$ cat src/tbrg_pkg.sv
/*
 * Shared constants of the timer baud rate generator: count limits, reset values,
 * timebase division and the serial port modes that accept the generated ticks.
 * Assumes the user includes nothing else; every use is written tbrg_pkg::name.
 */
package tbrg_pkg;

    // ********************************************************************
    // Counter geometry and reset values
    // ********************************************************************
    localparam int          COUNT_WIDTH      = 16;
    localparam logic [15:0] COUNT_RESET      = 16'h0000;
    localparam logic [15:0] COUNT_MAX        = 16'hffff;
    localparam logic [15:0] COUNT_WRAP       = 16'h0000;
    localparam logic [15:0] COUNT_ONE        = 16'h0001;

    // ********************************************************************
    // Timebase and serial port modes
    // ********************************************************************
    localparam int          INTERNAL_DIVIDE  = 2;
    localparam int          SERIAL_OVERSAMPLE = 16;
    localparam logic [1:0]  SERIAL_MODE_ONE  = 2'h1;
    localparam logic [1:0]  SERIAL_MODE_THREE = 2'h3;
    localparam logic        FLAG_RESET       = 1'h0;

endpackage : tbrg_pkg

$ cat src/tbrg_edge_sync.sv
/*
 * Two-stage synchroniser with a falling-edge detector for one slow pin.
 * Assumes the pin is treated as synchronous but may still change near the clock
 * edge, so it is resampled before any edge is looked for.
 */
`timescale 1ns/100ps

module tbrg_edge_sync
(
    input  wire logic clk_sys,
    input  wire logic rst_n,
    input  wire logic pin_in,
    output logic      fall_pulse
);

    logic meta_reg;
    logic sync_reg;
    logic last_reg;

    // synchronise before detection
    // The first stage feeds only the second; the edge is seen between stages two and three.
    always_ff @(posedge clk_sys or negedge rst_n)
    begin
        if (!rst_n)
        begin
            meta_reg <= 1'h1;
            sync_reg <= 1'h1;
            last_reg <= 1'h1;
        end
        else
        begin
            meta_reg <= pin_in;
            sync_reg <= meta_reg;
            last_reg <= sync_reg;
        end
    end

    assign fall_pulse = last_reg & ~sync_reg;

endmodule : tbrg_edge_sync

$ cat src/tbrg_top.sv
/*
 * Sixteen-bit up-counter with auto-reload, used as the baud clock source of the
 * serial port, plus its external count and trigger inputs and its two flags.
 * Assumes the serial port divides each shift tick by sixteen and that control
 * inputs are static or synchronous to clk_sys.
 */
// Overview of operation
// - Shift ticks reach the serial port only while it runs in mode one or mode three.
// - Each overflow in baud mode loads the reload value high and low bytes into the counter.
// - In baud mode an overflow leaves the overflow flag untouched and raises no interrupt.
// - Each overflow in baud mode becomes one shift tick on each selected direction while the port runs in mode one or three.
// - Receive and transmit ticks are enabled by their own separate select inputs.
// - Either clock select being set places the timer in baud mode for that direction.
// - With either clock select set the counter auto-reloads whatever the capture select says.
// - With the internal timebase the counter advances once every two system clocks.
// - Internal baud rate is system clock over 32 times (65536 minus reload).
// - With counter mode selected the counter steps on external pin edges, rate pin over 16 times the span.
// - With trigger enable set a falling trigger edge sets the trigger flag and may interrupt, even in baud mode.
`timescale 1ns/100ps

module tbrg_top
#(
    parameter int COUNT_W = tbrg_pkg::COUNT_WIDTH
)
(
    input  wire logic               clk_sys,
    input  wire logic               rst_n,
    input  wire logic               timer_run,
    input  wire logic               receive_clock_select,
    input  wire logic               transmit_clock_select,
    input  wire logic               capture_or_reload_select,
    input  wire logic               counter_mode_select,
    input  wire logic               external_trigger_enable,
    input  wire logic               interrupt_enable,
    input  wire logic [1:0]         serial_mode,
    input  wire logic [COUNT_W/2-1:0] reload_value_high,
    input  wire logic [COUNT_W/2-1:0] reload_value_low,
    input  wire logic               overflow_flag_clear,
    input  wire logic               trigger_flag_clear,
    input  wire logic               external_count_pin,
    input  wire logic               external_trigger_pin,
    output logic [COUNT_W-1:0]      count_value,
    output logic                    counter_overflow_flag,
    output logic                    external_trigger_flag,
    output logic                    timer_interrupt,
    output logic                    rx_shift_tick,
    output logic                    tx_shift_tick,
    output logic                    baud_mode_active
);

    // ********************************************************************
    // Elaboration checks
    // ********************************************************************
    // The reload value is split into two equal bytes, so the width must be even.
    if ((COUNT_W % 2) != 0 || COUNT_W < 4 || COUNT_W > tbrg_pkg::COUNT_WIDTH)
    begin : g_bad_width
        $error("tbrg_top: COUNT_W must be even and between 4 and 16");
    end

    // ********************************************************************
    // Declarations
    // ********************************************************************
    logic [COUNT_W-1:0] count_reg;
    logic [COUNT_W-1:0] count_next;
    logic               div_reg;
    logic               ovf_flag_reg;
    logic               trig_flag_reg;
    logic               irq_reg;
    logic               rx_tick_reg;
    logic               tx_tick_reg;
    logic               ext_count_fall;
    logic               ext_trig_fall;
    logic               baud_mode;
    logic               reload_mode;
    logic               serial_ok;
    logic               int_tick;
    logic               tb_tick;
    logic               ovf_evt;
    logic               at_max;
    logic [COUNT_W-1:0] reload_word;

    // ********************************************************************
    // Pin synchronisers
    // ********************************************************************
    tbrg_edge_sync u_count_sync
    (
        .clk_sys    (clk_sys),
        .rst_n      (rst_n),
        .pin_in     (external_count_pin),
        .fall_pulse (ext_count_fall)
    );

    tbrg_edge_sync u_trig_sync
    (
        .clk_sys    (clk_sys),
        .rst_n      (rst_n),
        .pin_in     (external_trigger_pin),
        .fall_pulse (ext_trig_fall)
    );

    // ********************************************************************
    // Mode decode and timebase
    // ********************************************************************
    // either select enters baud mode
    assign baud_mode   = receive_clock_select | transmit_clock_select;
    assign reload_mode = baud_mode | ~capture_or_reload_select;
    assign serial_ok   = (serial_mode == tbrg_pkg::SERIAL_MODE_ONE) |
                         (serial_mode == tbrg_pkg::SERIAL_MODE_THREE);
    assign reload_word = {reload_value_high, reload_value_low};
    assign int_tick    = timer_run & div_reg;
    assign tb_tick     = counter_mode_select ? (timer_run & ext_count_fall) : int_tick;
    assign at_max      = (count_reg == tbrg_pkg::COUNT_MAX[COUNT_W-1:0]);
    assign ovf_evt     = tb_tick & at_max;

    // span of 65536 minus reload sets the rate
    // increment, reload in the overflow cycle
    // Loading on the same edge as the wrap keeps the period exactly 65536 minus reload ticks.
    assign count_next  = !tb_tick ? count_reg :
                         !at_max  ? count_reg + tbrg_pkg::COUNT_ONE[COUNT_W-1:0] :
                         reload_mode ? reload_word : tbrg_pkg::COUNT_WRAP[COUNT_W-1:0];

    // The divider phase restarts whenever the timer stops, so the first step takes two clocks.
    always_ff @(posedge clk_sys or negedge rst_n)
    begin
        if (!rst_n)
            div_reg <= 1'h0;
        else
            div_reg <= timer_run & ~div_reg;
    end

    always_ff @(posedge clk_sys or negedge rst_n)
    begin
        if (!rst_n)
            count_reg <= tbrg_pkg::COUNT_RESET[COUNT_W-1:0];
        else
            count_reg <= count_next;
    end

    // ********************************************************************
    // Flags and interrupt
    // ********************************************************************
    // overflow flag only outside baud mode
    // trigger flag in every mode
    // A set in the same cycle as a clear wins, so no event is lost.
    always_ff @(posedge clk_sys or negedge rst_n)
    begin
        if (!rst_n)
        begin
            ovf_flag_reg  <= tbrg_pkg::FLAG_RESET;
            trig_flag_reg <= tbrg_pkg::FLAG_RESET;
        end
        else
        begin
            ovf_flag_reg  <= (ovf_evt & ~baud_mode) | (ovf_flag_reg & ~overflow_flag_clear);
            trig_flag_reg <= (ext_trig_fall & external_trigger_enable) |
                             (trig_flag_reg & ~trigger_flag_clear);
        end
    end

    always_ff @(posedge clk_sys or negedge rst_n)
    begin
        if (!rst_n)
            irq_reg <= 1'h0;
        else
            irq_reg <= interrupt_enable & (ovf_flag_reg | trig_flag_reg);
    end

    // ********************************************************************
    // Shift ticks toward the serial port
    // ********************************************************************
    // one tick per overflow
    always_ff @(posedge clk_sys or negedge rst_n)
    begin
        if (!rst_n)
        begin
            rx_tick_reg <= 1'h0;
            tx_tick_reg <= 1'h0;
        end
        else
        begin
            rx_tick_reg <= ovf_evt & receive_clock_select & serial_ok;
            tx_tick_reg <= ovf_evt & transmit_clock_select & serial_ok;
        end
    end

    assign count_value           = count_reg;
    assign counter_overflow_flag = ovf_flag_reg;
    assign external_trigger_flag = trig_flag_reg;
    assign timer_interrupt       = irq_reg;
    assign rx_shift_tick         = rx_tick_reg;
    assign tx_shift_tick         = tx_tick_reg;
    assign baud_mode_active      = baud_mode;
endmodule : tbrg_top

$ cat config.mk
export PLATFORM = sky130hd
export DESIGN_NAME = tbrg_top
export DESIGN_NICKNAME = d
export VERILOG_FILES = /design/src/tbrg_pkg.sv /design/src/tbrg_edge_sync.sv /design/src/tbrg_top.sv
export SDC_FILE = /design/constraint.sdc
export NUM_CORES = 1
export LEC_CHECK = 0
export BUFFER_PORTS_ARGS = -buffer_cell sky130_fd_sc_hd__buf_2
export CAP_MARGIN = 25
export CORE_ASPECT_RATIO = 0.75
export CORE_MARGIN = 1
export CORE_UTILIZATION = 44
export DETAILED_ROUTE_END_ITERATION = 10
export GPL_ROUTABILITY_DRIVEN = 0
export PLACE_DENSITY_LB_ADDON = 0.08
export SLEW_MARGIN = 10
export SYNTH_ARGS = -nofsm -noshare
export SYNTH_HDL_FRONTEND = slang
export SYNTH_SLANG_ARGS = --single-unit
$ cat constraint.sdc
create_clock -name clk_sys -period 1.72 [get_ports clk_sys]
set_input_delay 0.172 -clock clk_sys [delete_from_list [all_inputs] [get_ports clk_sys]]
set_output_delay 0.172 -clock clk_sys [all_outputs]
set_load 0.1 [all_outputs]
# Word level (Yosys, flattened, before mapping)
# Cells that the tools add are included.
dict set report op_classes {
  n_eq_ne 3
  add_sub_neg 1
  mux 3
  bitwise_logic 28
}
# operator n
set op_table {}
lappend op_table {{$mux W16} 2}
lappend op_table {{$add A16 B1 Y16 const B} 1}
lappend op_table {{$eq A16 B16 Y1 const B} 1}
lappend op_table {{$and A1 B1 Y1} 15}
lappend op_table {{$not A1 Y1} 7}
lappend op_table {{$or A1 B1 Y1} 6}
lappend op_table {{$eq A2 B1 Y1 const B} 1}
lappend op_table {{$eq A2 B2 Y1 const B} 1}
lappend op_table {{$mux W1} 1}
dict set report totals {
  in_bits 31
  register_bits 28
}

# Logic depth before layout (Yosys ltp)
# Gate-level depths: netlist of the first run.
dict set report logic_depth {
  ltp_word 7
  mapped_depth 6
  depth_no_buf 5
}

# By module
# A second synthesis of the first run with hierarchy kept.
dict set report hier_totals {
  cells_unflattened 145
  hier_area_um2 1436.4
}
# module cells_per_inst area_per_inst_um2 instances
set by_module_without_submodules {}
lappend by_module_without_submodules {tbrg_top 137 1251.2 1}
lappend by_module_without_submodules {tbrg_edge_sync 4 92.6 2}

# Worst setup path before layout of the first run
# No wires, ideal clock.
dict set report synth_path {
  path_kind {register -> register}
  from {reg count_reg[0] (netlist: count_value[0])}
  to {reg count_reg[3] (netlist: count_value[3])}
  arrival_ns 2.361
  path_slack_ns -0.767
  path_buffers 0
  path_stages_with_launch 6
  cell_sequence {dfrtp_1 ha_1 nand4_4 nor4_4 nor2_2 o32a_1}
}
dict set report synth_between {
  elab_chain_cells 2
  elab_cells_between_ends 3
  cone_classes {1 x add/sub; 1 x eq/ne; 1 x mux}
}
# element line
set synth_rtl {}
lappend synth_rtl {{start, declared} tbrg_top.sv:63} ;# logic [COUNT_W-1:0] count_reg;
lappend synth_rtl {{start signal, assigned} tbrg_top.sv:134} ;# count_reg <= tbrg_pkg::COUNT_RESET[COUNT_W-1:0];
lappend synth_rtl {{start signal, assigned} tbrg_top.sv:136} ;# count_reg <= count_next;
lappend synth_rtl {{$add A16 B1 Y16 / $eq A16 B16 Y1 (equally long branches)} {tbrg_top.sv:119, tbrg_top.sv:112}}
lappend synth_rtl {{$mux W16 *} tbrg_top.sv:119} ;# !at_max ? count_reg + tbrg_pkg::COUNT_ONE[COUNT_W-1:0] :
# Mark *: on every way between the ends. The rest lies on a longest branch, timed or not.
# A chain may end at the register's enable or synchronous reset.

# Final worst setup path of the first run
# Ends and elaborated chain as after synthesis.

==> flow_summary.toml, run 1 <==
[run_status]
status = "finished, final reports clean"

[logic_synthesis]
netlist-cell-type-count = 44
ys_warn_count = 0
async_flop_share = 1.00
synth_seq_area_share = 0.466
syn_nets = 180
synth.area.top_cells = "dfrtp_1, dfstp_2, a31oi_1"
avgSynthCellArea_um2 = 10.3
ys_ff_latch = 28
synth_area_um2 = 1520
yosys.area.top_type_share = 0.362
synth-edff-count = 0
synth_top_area_cell = "dfrtp_1"
synth-main-ff-cell = "dfrtp_1"
syn_inst = 148

[setup_path]
path_cells = "ha_4, nand4_4, nor4_4, buf_6, nor2_4, o32a_1"
cpMaxStageDelayCell = "dfrtp_4"
max_stage_delay_ns = 0.47
start_kind = "register"
crit_fanout = 8
cp-end-kind = "register"
worstSetupPathType = "register to register"
reg2reg_slack_ns = 0.06
worstPathArrival_ns = 1.83
required_ns = 1.89

[sta]
finalHoldWorstSlack_ns = 0.0635
finalCritPeriodShare = 0.965
fmax_mhz = 602
finalCriticalPeriod_ns = 1.66
skew_ns = 0.00222
setup_ws_ns = 0.0598
worst-slew-pin-transition_ns = 0.628
grt_setup_unrepaired = "yes"
hold_viol = 0
setup_viol = 0
slew_headroom = 0.581
slew_viol_final = 0
fin_setup_tns_ns = 0

[clocking]
clk_pin_slew_ns = 0.10
cts_buffers = 3
cts_setup_buffers = 0
cts-root-buf = "clkbuf_8"
cts_tree = "done"
clock_sinks = 28
h-tree-depth = 1
cts_buffer_depth = 2
clk_latency_ns = 0.28

[layout]
area_growth_pct = 35.5
final_cell_mix = "buf_2, dfrtp_4, nand3_1, a31oi_1, nand2_1"
diodes = 0
largest_register_ffs = 16
final_common_cell = "buf_2"
utilization = 0.626
drive_gt1_frac = 0.512
n_fill_cell = 295
fin_nets = 242

[routing]
drt-initial-drc-count = 182
routed_wl_um = 3920
avgRoutedWirePerCell_um = 15.7
viasPerCell = 5.93
vias = 1477
ant_nets = 0
route.detailed.drc = 0
drt-pass1-iter-count = 4

[placed_design]
pre_cts_ws_ns = 0.0674
port-buffer-count = 51
dp_hpwl_um = 2800

[grt]
grt_pass1_vias = 1310
grt_pass1_wl_um = 6420
grt_use_total = 0.227
grt_max_degree = 29
antenna_found_initial = 0
overflow = 0

[pwr]
peakVddDrop_mv = 1.44
p_leak_nw = 0.938
power_density_nw_per_um2 = 1030

[floorplan]
dieWidth_um = 69.8
pin_count = 53
start_util = 0.462
core-area_um2 = 3290
rows = 18
die_y_um = 52.9
die_area_um2 = 3690

[worst_hold_path]
min_path_type = "input pin to register"

[job]
max_cap_violations = 0
[worst max-delay path, delay by kind of cell (launching register included)]
kind | cells | cell delay, ns
AOI/OAI and AO/OA | 1 | 0.28
adders and majority gates | 1 | 0.17
and+or+nand+nor | 3 | 0.43
DFF | 1 | 0.47
buffers and inverters | 1 | 0.19
[synthesized netlist by cell type (all sizes together), types with 4 or more instances]
cell type  count
dfrtp         22
nor2           4
dfstp          6
nand2          9
and3           9
nand4          8
a31oi         12
a211oi         5
and4           4
nand3         12
inv            7
nor4           6
a21oi          8
[report_power, final]
group          leakage (nW)  internal, mW  switching (mW)
clock network        0.0357         0.312           0.217
registers             0.328         0.760           0.116
logic                 0.574         0.170           0.554
total                 0.938          1.24           0.887
[path summary, 6_finish.rpt]
check / cells past startpoint / from / endpoint
setup / recovery: 6 / count_value[0]$_DFFE_PN0P_ / count_value[3]$_DFFE_PN0P_
hold / removal: 2 / trigger_flag_clear / external_trigger_flag$_DFF_PN0_
setup reg to reg: 6 / count_value[0]$_DFFE_PN0P_ / count_value[3]$_DFFE_PN0P_
hold reg to reg: 0 / u_count_sync.meta_reg$_DFF_PN1_ / u_count_sync.sync_reg$_DFF_PN1_
max in group asynchronous: 2 / rst_n / count_value[0]$_DFFE_PN0P_
min in group asynchronous: 2 / rst_n / tx_shift_tick$_DFF_PN0_
[stage by stage]
stage	area, um^2	total power, mW	std cells
detailed placement	1940	1.61	242
global placement	1940	1.59	242
finish	2060	2.13	249
CTS	2040	2.14	249
floorplan	1610	1.43	148
global route	2060	2.23	249
[cell families (layout without fill, tap and decap cells)]
kind of cell | after synthesis | count (layout) | share of synthesized area
AND/OR/NAND/NOR | 61 | 61 | 0.273
AO/OA/AOI/OAI | 43 | 43 | 0.196
flip-flops | 28 | 28 | 0.466
buffers and inverters | 13 | 74 | 0.0428
multiplexers | 2 | 2 | 0.0140
adder cells (fa/ha/maj) | 1 | 1 | 0.00824
[layout make-up]
type	instances	area, um^2	area share
multi-input combinational	107	785	0.381
sequential	28	766	0.372
timing repair buffer	63	360	0.175
tap	40	50.0	0.0243
clock buffer	3	41.3	0.0201
clock inverter	1	30.0	0.0146
inverter	7	26.3	0.0128
[layer usage]
layer | part of all wire | wire length [um] | global-route usage | vias to the layer above
met5 | 0 | 0 | 0 | -
met4 | 0.0074 | 29 | 0.0533 | 0
met3 | 0.056 | 219 | 0.0419 | 4
met2 | 0.47 | 1850 | 0.367 | 52
met1 | 0.46 | 1810 | 0.319 | 717
li1 | - | - | - | 704
[repair_timing]
item / 4_1_cts / 5_1_grt
gates resized for setup: 0 / 4
setup endpoints to repair: 0 / 4
hold buffers: 3 / 0
endpoints found under the hold margin: 24 / 0
(Power assumes the default switching activity.)
==> inputs of run 2 (changes only) <==
--- a/config.mk
+++ b/config.mk
@@ -10,6 +10,7 @@
 export CORE_ASPECT_RATIO = 0.75
 export CORE_MARGIN = 1
 export CORE_UTILIZATION = 44
+export CTS_BUF_LIST = sky130_fd_sc_hd__clkbuf_16
 export DETAILED_ROUTE_END_ITERATION = 10
 export GPL_ROUTABILITY_DRIVEN = 0
 export PLACE_DENSITY_LB_ADDON = 0.08
==> run 2 against run 1 <==
Die area stayed put. Sequential power hardly changed. Sequential cell count stayed put. Final area is 1.4% higher. Global-route usage hardly changed. Via count is 0.14% lower. Maximum frequency is 0.24% higher. Largest power group unchanged. Clock skew is 0.0026 ns higher. Clock power is 34% higher.
==> flow_summary.toml, run 2 (synthesis gave the netlist of run 1 again) <==
[routing]
ant_nets = 0
routed_wl_um = 3970
vias = 1475
drt-pass1-iter-count = 4
drt-initial-drc-count = 138
viasPerCell = 5.92
route.detailed.drc = 0
avgRoutedWirePerCell_um = 15.9

[sta]
slew_viol_final = 0
worst-slew-pin-transition_ns = 0.625
setup_viol = 0
skew_ns = 0.00484
setup_ws_ns = 0.0638
fin_setup_tns_ns = 0
hold_viol = 0
finalCritPeriodShare = 0.963
fmax_mhz = 604
finalCriticalPeriod_ns = 1.66
slew_headroom = 0.584

[grt]
antenna_found_initial = 0
overflow = 0
grt_max_degree = 29
grt_pass1_vias = 1305
grt_use_total = 0.227
grt_pass1_wl_um = 6370

[layout]
final_common_cell = "buf_2"
diodes = 0
drive_gt1_frac = 0.512
final_cell_mix = "buf_2, dfrtp_4, nand3_1, a31oi_1, nand2_1"
largest_register_ffs = 16
utilization = 0.635
area_growth_pct = 37.4
fin_nets = 242

[setup_path]
max_stage_delay_ns = 0.46
worstSetupPathType = "register to register"
worstPathArrival_ns = 1.81
required_ns = 1.87
start_kind = "register"
cpMaxStageDelayCell = "dfrtp_4"
crit_fanout = 8
path_cells = "ha_4, nand4_4, nor4_4, buf_6, nor2_2, o32a_1"
cp-end-kind = "register"

[run_status]
status = "finished, final reports clean"

[pwr]
clock_power_share = 0.307
sw_frac_of_total = 0.395
p_int_mw = 1.39
p_comb_frac = 0.312
peakVddDrop_mv = 1.47
p_seq_frac = 0.381
power_mw = 2.30
p_leak_nw = 0.951
power_density_nw_per_um2 = 1100
p_sw_mw = 0.910

[clocking]
cts_buffers = 3
clk_pin_slew_ns = 0.07
h-tree-depth = 1
cts_tree = "done"
cts_buffer_depth = 2
clk_latency_ns = 0.27
clock_sinks = 28
cts-root-buf = "clkbuf_16"

[floorplan]
die_y_um = 52.9
start_util = 0.462
core-area_um2 = 3290
pin_count = 53
rows = 18
dieWidth_um = 69.8
die_area_um2 = 3690

[job]
max_cap_violations = 0

[placed_design]
dp_hpwl_um = 2800
port-buffer-count = 51
pre_cts_ws_ns = 0.0674

[worst_hold_path]
min_path_type = "input pin to register"
[run 2: cell types whose count changed in the layout (fill, tap and decap cells not counted)]
cell and delta:
clkbuf_16 +3, clkbuf_8 -3, nor2_2 +1, nor2_4 -1
[run 2: what timing repair did]
item | 4_1_cts | 5_1_grt
setup endpoints to repair | 0 | 4
hold buffers | 3 | 0
endpoints found under the hold margin | 24 | 0
setup buffers | 0 | 0
resized for setup | 0 | 3
[run 2: per-layer routing]
metal  track usage  part of all wire
met3        0.0400             0.054
met4        0.0433            0.0015
met5             0                 0
met1         0.314              0.47
met2         0.378              0.47
[run 2: cell type report]
| class | count | area (um^2) |
|---|---|---|
| fillers | 293 | 1200 |
| flip-flops and latches | 28 | 766 |
| clock inverters | 1 | 30.0 |
| inverters | 7 | 26.3 |
| repair buffers | 63 | 360 |
| well taps | 40 | 50.0 |
| multi-input cells | 107 | 779 |
| clock buffers | 3 | 75.1 |
[run 2: power groups by stage]
stage               Sequential, mW  Combinational (mW)  Clock [mW]
floorplan                     1.26               0.167           0
global placement             0.881               0.709           0
detailed placement           0.891               0.718           0
CTS                          0.878               0.723       0.705
global route                 0.897               0.767       0.734
finish                       0.877               0.719       0.706
[run 2: critical path: cells and delay by family, from the launching register on]
| family | cells | cell delay (ns) |
|---|---|---|
| and+or+nand+nor | 3 | 0.44 |
| buffers and inverters | 1 | 0.18 |
| AOI/OAI and AO/OA | 1 | 0.28 |
| adders and majority gates | 1 | 0.17 |
| DFF | 1 | 0.46 |
[run 2: path summary, 6_finish.rpt]
kind	startpoint	endpoint	slack, ns	depth (start not counted)
max in group asynchronous	rst_n	count_value[9]$_DFFE_PN0P_	0.80	2
max reg2reg	count_value[0]$_DFFE_PN0P_	count_value[3]$_DFFE_PN0P_	0.06	6
min	trigger_flag_clear	external_trigger_flag$_DFF_PN0_	0.08	2
min in group asynchronous	rst_n	rx_shift_tick$_DFF_PN0_	0.45	2
min reg2reg	u_count_sync.meta_reg$_DFF_PN1_	u_count_sync.sync_reg$_DFF_PN1_	0.36	0
max	count_value[0]$_DFFE_PN0P_	count_value[3]$_DFFE_PN0P_	0.06	6
[run 2: stage by stage]
stage	area (um^2)	hold WS [ns]	instances
final	2090	0.0770	249
after global routing	2090	0.0913	249
after CTS	2070	0.0776	249
after detailed placement	1940	0.231	242
after global placement	1940	0.221	242
after floorplan	1610	-0.124	148
==> inputs of run 3 (changes only) <==
--- a/config.mk
+++ b/config.mk
@@ -5,6 +5,7 @@
 export SDC_FILE = /design/constraint.sdc
 export NUM_CORES = 1
 export LEC_CHECK = 0
+export ABC_AREA = 0
 export BUFFER_PORTS_ARGS = -buffer_cell sky130_fd_sc_hd__buf_2
 export CAP_MARGIN = 25
 export CORE_ASPECT_RATIO = 0.75
@@ -17,4 +18,5 @@
 export SLEW_MARGIN = 10
 export SYNTH_ARGS = -nofsm -noshare
 export SYNTH_HDL_FRONTEND = slang
+export SYNTH_HIERARCHICAL = 1
 export SYNTH_SLANG_ARGS = --single-unit
==> run 3 against run 2 <==
The run now ends with negative setup slack left. Largest cell class unchanged. Highest routed layer unchanged. Clock skew is 0.00075 ns higher. Via count decreased by 5.3%. Register-to-register slack worse by 0.18 ns. Cell count grew 2.4%.
==> flow_summary.toml, run 3 <==
[routing]
ant_nets = 0
drt-met1-wl_um = 1780
vias = 1397
dr_wl_met2_um = 1780
viasPerCell = 5.48
drt-pass1-iter-count = 4
routed_wl_um = 3950
drt-initial-drc-count = 95
route.detailed.drc = 0
highest_layer = "met4"
wl_met3_um = 311
avgRoutedWirePerCell_um = 15.5

[sta]
fin_setup_tns_ns = -0.356
slew_headroom = 0.585
worst-slew-pin-transition_ns = 0.623
skew_ns = 0.00559
fmax_mhz = 545
setup_viol = 4
hold_viol = 0
slew_viol_final = 0
setup_ws_ns = -0.116
finalCritPeriodShare = 1.07
grt_setup_unrepaired = "yes"
finalCriticalPeriod_ns = 1.84

[logic_synthesis]
yosys.area.top_type_share = 0.383
synth-main-ff-cell = "dfrtp_1"
ys_warn_count = 6
synth_seq_area_share = 0.493
ys_ff_latch = 28
synth_area_um2 = 1440
syn_nets = 177
synth.area.top_cells = "dfrtp_1, dfstp_2, nand3_1"
synth_common_cells = "dfrtp_1, nand3_1, nand2_1, nor2_1"
synth.most_common_cell = "dfrtp_1"
netlist-cell-type-count = 42
avgSynthCellArea_um2 = 9.91
async_flop_share = 1.00
synth-edff-count = 0
syn_inst = 145
synth_top_area_cell = "dfrtp_1"

[layout]
stdcell_count = 255
final_cell_mix = "buf_2, buf_4, nand2_1"
largest_register_ffs = 16
fin_nets = 250
fin_area_um2 = 2160
drive_gt1_frac = 0.608
final_common_cell = "buf_2"
area_growth_pct = 50.3
diodes = 0
utilization = 0.715

[clocking]
cts-root-buf = "clkbuf_16"
cts_buffer_depth = 2
clk_pin_slew_ns = 0.06
cts_buffers = 3
clk_latency_ns = 0.26
cts_tree = "done"
clock_sinks = 28
h-tree-depth = 1

[setup_path]
path_common_cell = "mux2_4"
cpMaxStageDelayCell = "dfstp_2"
required_ns = 1.86
start_kind = "register"
path_cells = "nor2b_4, mux2_4, nor4b_4, nor3b_4, and3_1, mux2_4"
crit_start = "u_count_sync/last_reg$_DFF_PN1_"
crit_fanout = 3
cp-end-kind = "register"
max_stage_delay_ns = 0.51
rr_startpoint = "u_count_sync/last_reg$_DFF_PN1_"
worstSetupPathType = "register to register"
worstPathArrival_ns = 1.98

[floorplan]
rows = 17
die_area_um2 = 3500
start_util = 0.476
die_y_um = 51.5
dieWidth_um = 68.0
pin_count = 53
core-area_um2 = 3020

[placed_design]
place_area_um2 = 1950
port-buffer-count = 51
dp_hpwl_um = 2770
dp_cells = 243

[grt]
grt_max_degree = 29
grt_pass1_wl_um = 6320
grt_pass1_vias = 1311
overflow = 0
grt_use_total = 0.251
antenna_found_initial = 0

[run_status]
violations = "negative setup slack"
status = "finished, violations left"

[pwr]
peakVddDrop_mv = 1.30
p_leak_nw = 0.981
power_density_nw_per_um2 = 1150

[worst_hold_path]
min_path_type = "input pin to register"
hold_start = "external_count_pin"

[job]
max_cap_violations = 0
[run 3: changes by cell type after synthesis, moves of 3 or more]
cell / change
a211oi_1: -4
a31oi_1: -11
a32oi_1: -3
and3_2: -3
nand2_1: +7
nand3_1: +9
nand4_1: -3
nor2_1: +8
nor4_1: -3
o211ai_1: +3
o21ai_0: +4
[run 3: final timing paths]
check	endpoint	slack [ns]	cells past startpoint
worst min register to register	u_trig_sync/sync_reg$_DFF_PN1_	0.36	0
max in group asynchronous	count_value[11]$_DFFE_PN0P_	0.79	2
min in group asynchronous	timer_interrupt$_DFF_PN0_	0.46	2
worst max-delay path	count_value[14]$_DFFE_PN0P_	-0.12	6
worst min-delay path	u_count_sync/meta_reg$_DFF_PN1_	0.007	1
worst max register to register	count_value[14]$_DFFE_PN0P_	-0.12	6
[run 3: timing repair]
action | 4_1_cts | 5_1_grt
hold buffers | 2 | 0
buffers inserted | 4 | 2
gates cloned | 0 | 0
hold endpoints to repair | 23 | 0
gates resized for setup | 10 | 8
pin swaps | 8 | 8
endpoints found under the setup margin | 4 | 19
[run 3: area by class of cell]
cell class | instances | area, um^2
fillers | 221 | 861
clock inverters | 1 | 3.75
multi-input cells | 104 | 801
flip-flops and latches | 28 | 757
clock buffers | 3 | 75.1
inverters | 8 | 30.0
well taps | 38 | 47.5
repair buffers | 73 | 445
[run 3: cell families after synthesis]
family                   after synthesis  share of synthesized area
buffers and inverters                 13                     0.0392
XOR/XNOR                               1                    0.00610
adder cells (fa/ha/maj)                1                    0.00871
multiplexers                           4                     0.0305
AO/OA/AOI/OAI                         30                      0.140
flip-flops                            28                      0.493
AND/OR/NAND/NOR                       68                      0.282
[run 3: power breakdown]
group	leakage, nW	switching, mW	total, mW	internal (mW)
Clock	0.0423	0.217	0.528	0.312
Sequential	0.324	0.101	0.877	0.776
Combinational	0.615	0.792	1.07	0.280
Total	0.981	1.11	2.48	1.37
[run 3: metal layers]
metal,vias up,track usage
met1,656,0.351
met4,0,0.0764
met5,-,0
li1,666,-
met3,8,0.0603
met2,67,0.379
[run 3: worst max-delay path, delay by kind of cell (launching register included)]
| kind | cells | cell delay [ns] |
|---|---|---|
| DFF | 1 | 0.51 |
| muxes | 2 | 0.45 |
| and+or+nand+nor | 4 | 0.77 |
[run 3: stage by stage]
step | worst slack, ns | hold WS, ns | power (mW)
floorplan | -0.311 | -0.124 | 1.64
global placement | -0.0844 | 0.222 | 1.89
detailed placement | -0.132 | 0.227 | 1.91
CTS | -0.118 | 0.00567 | 2.46
global route | -0.179 | 0.00350 | 2.58
finish | -0.116 | 0.00702 | 2.48
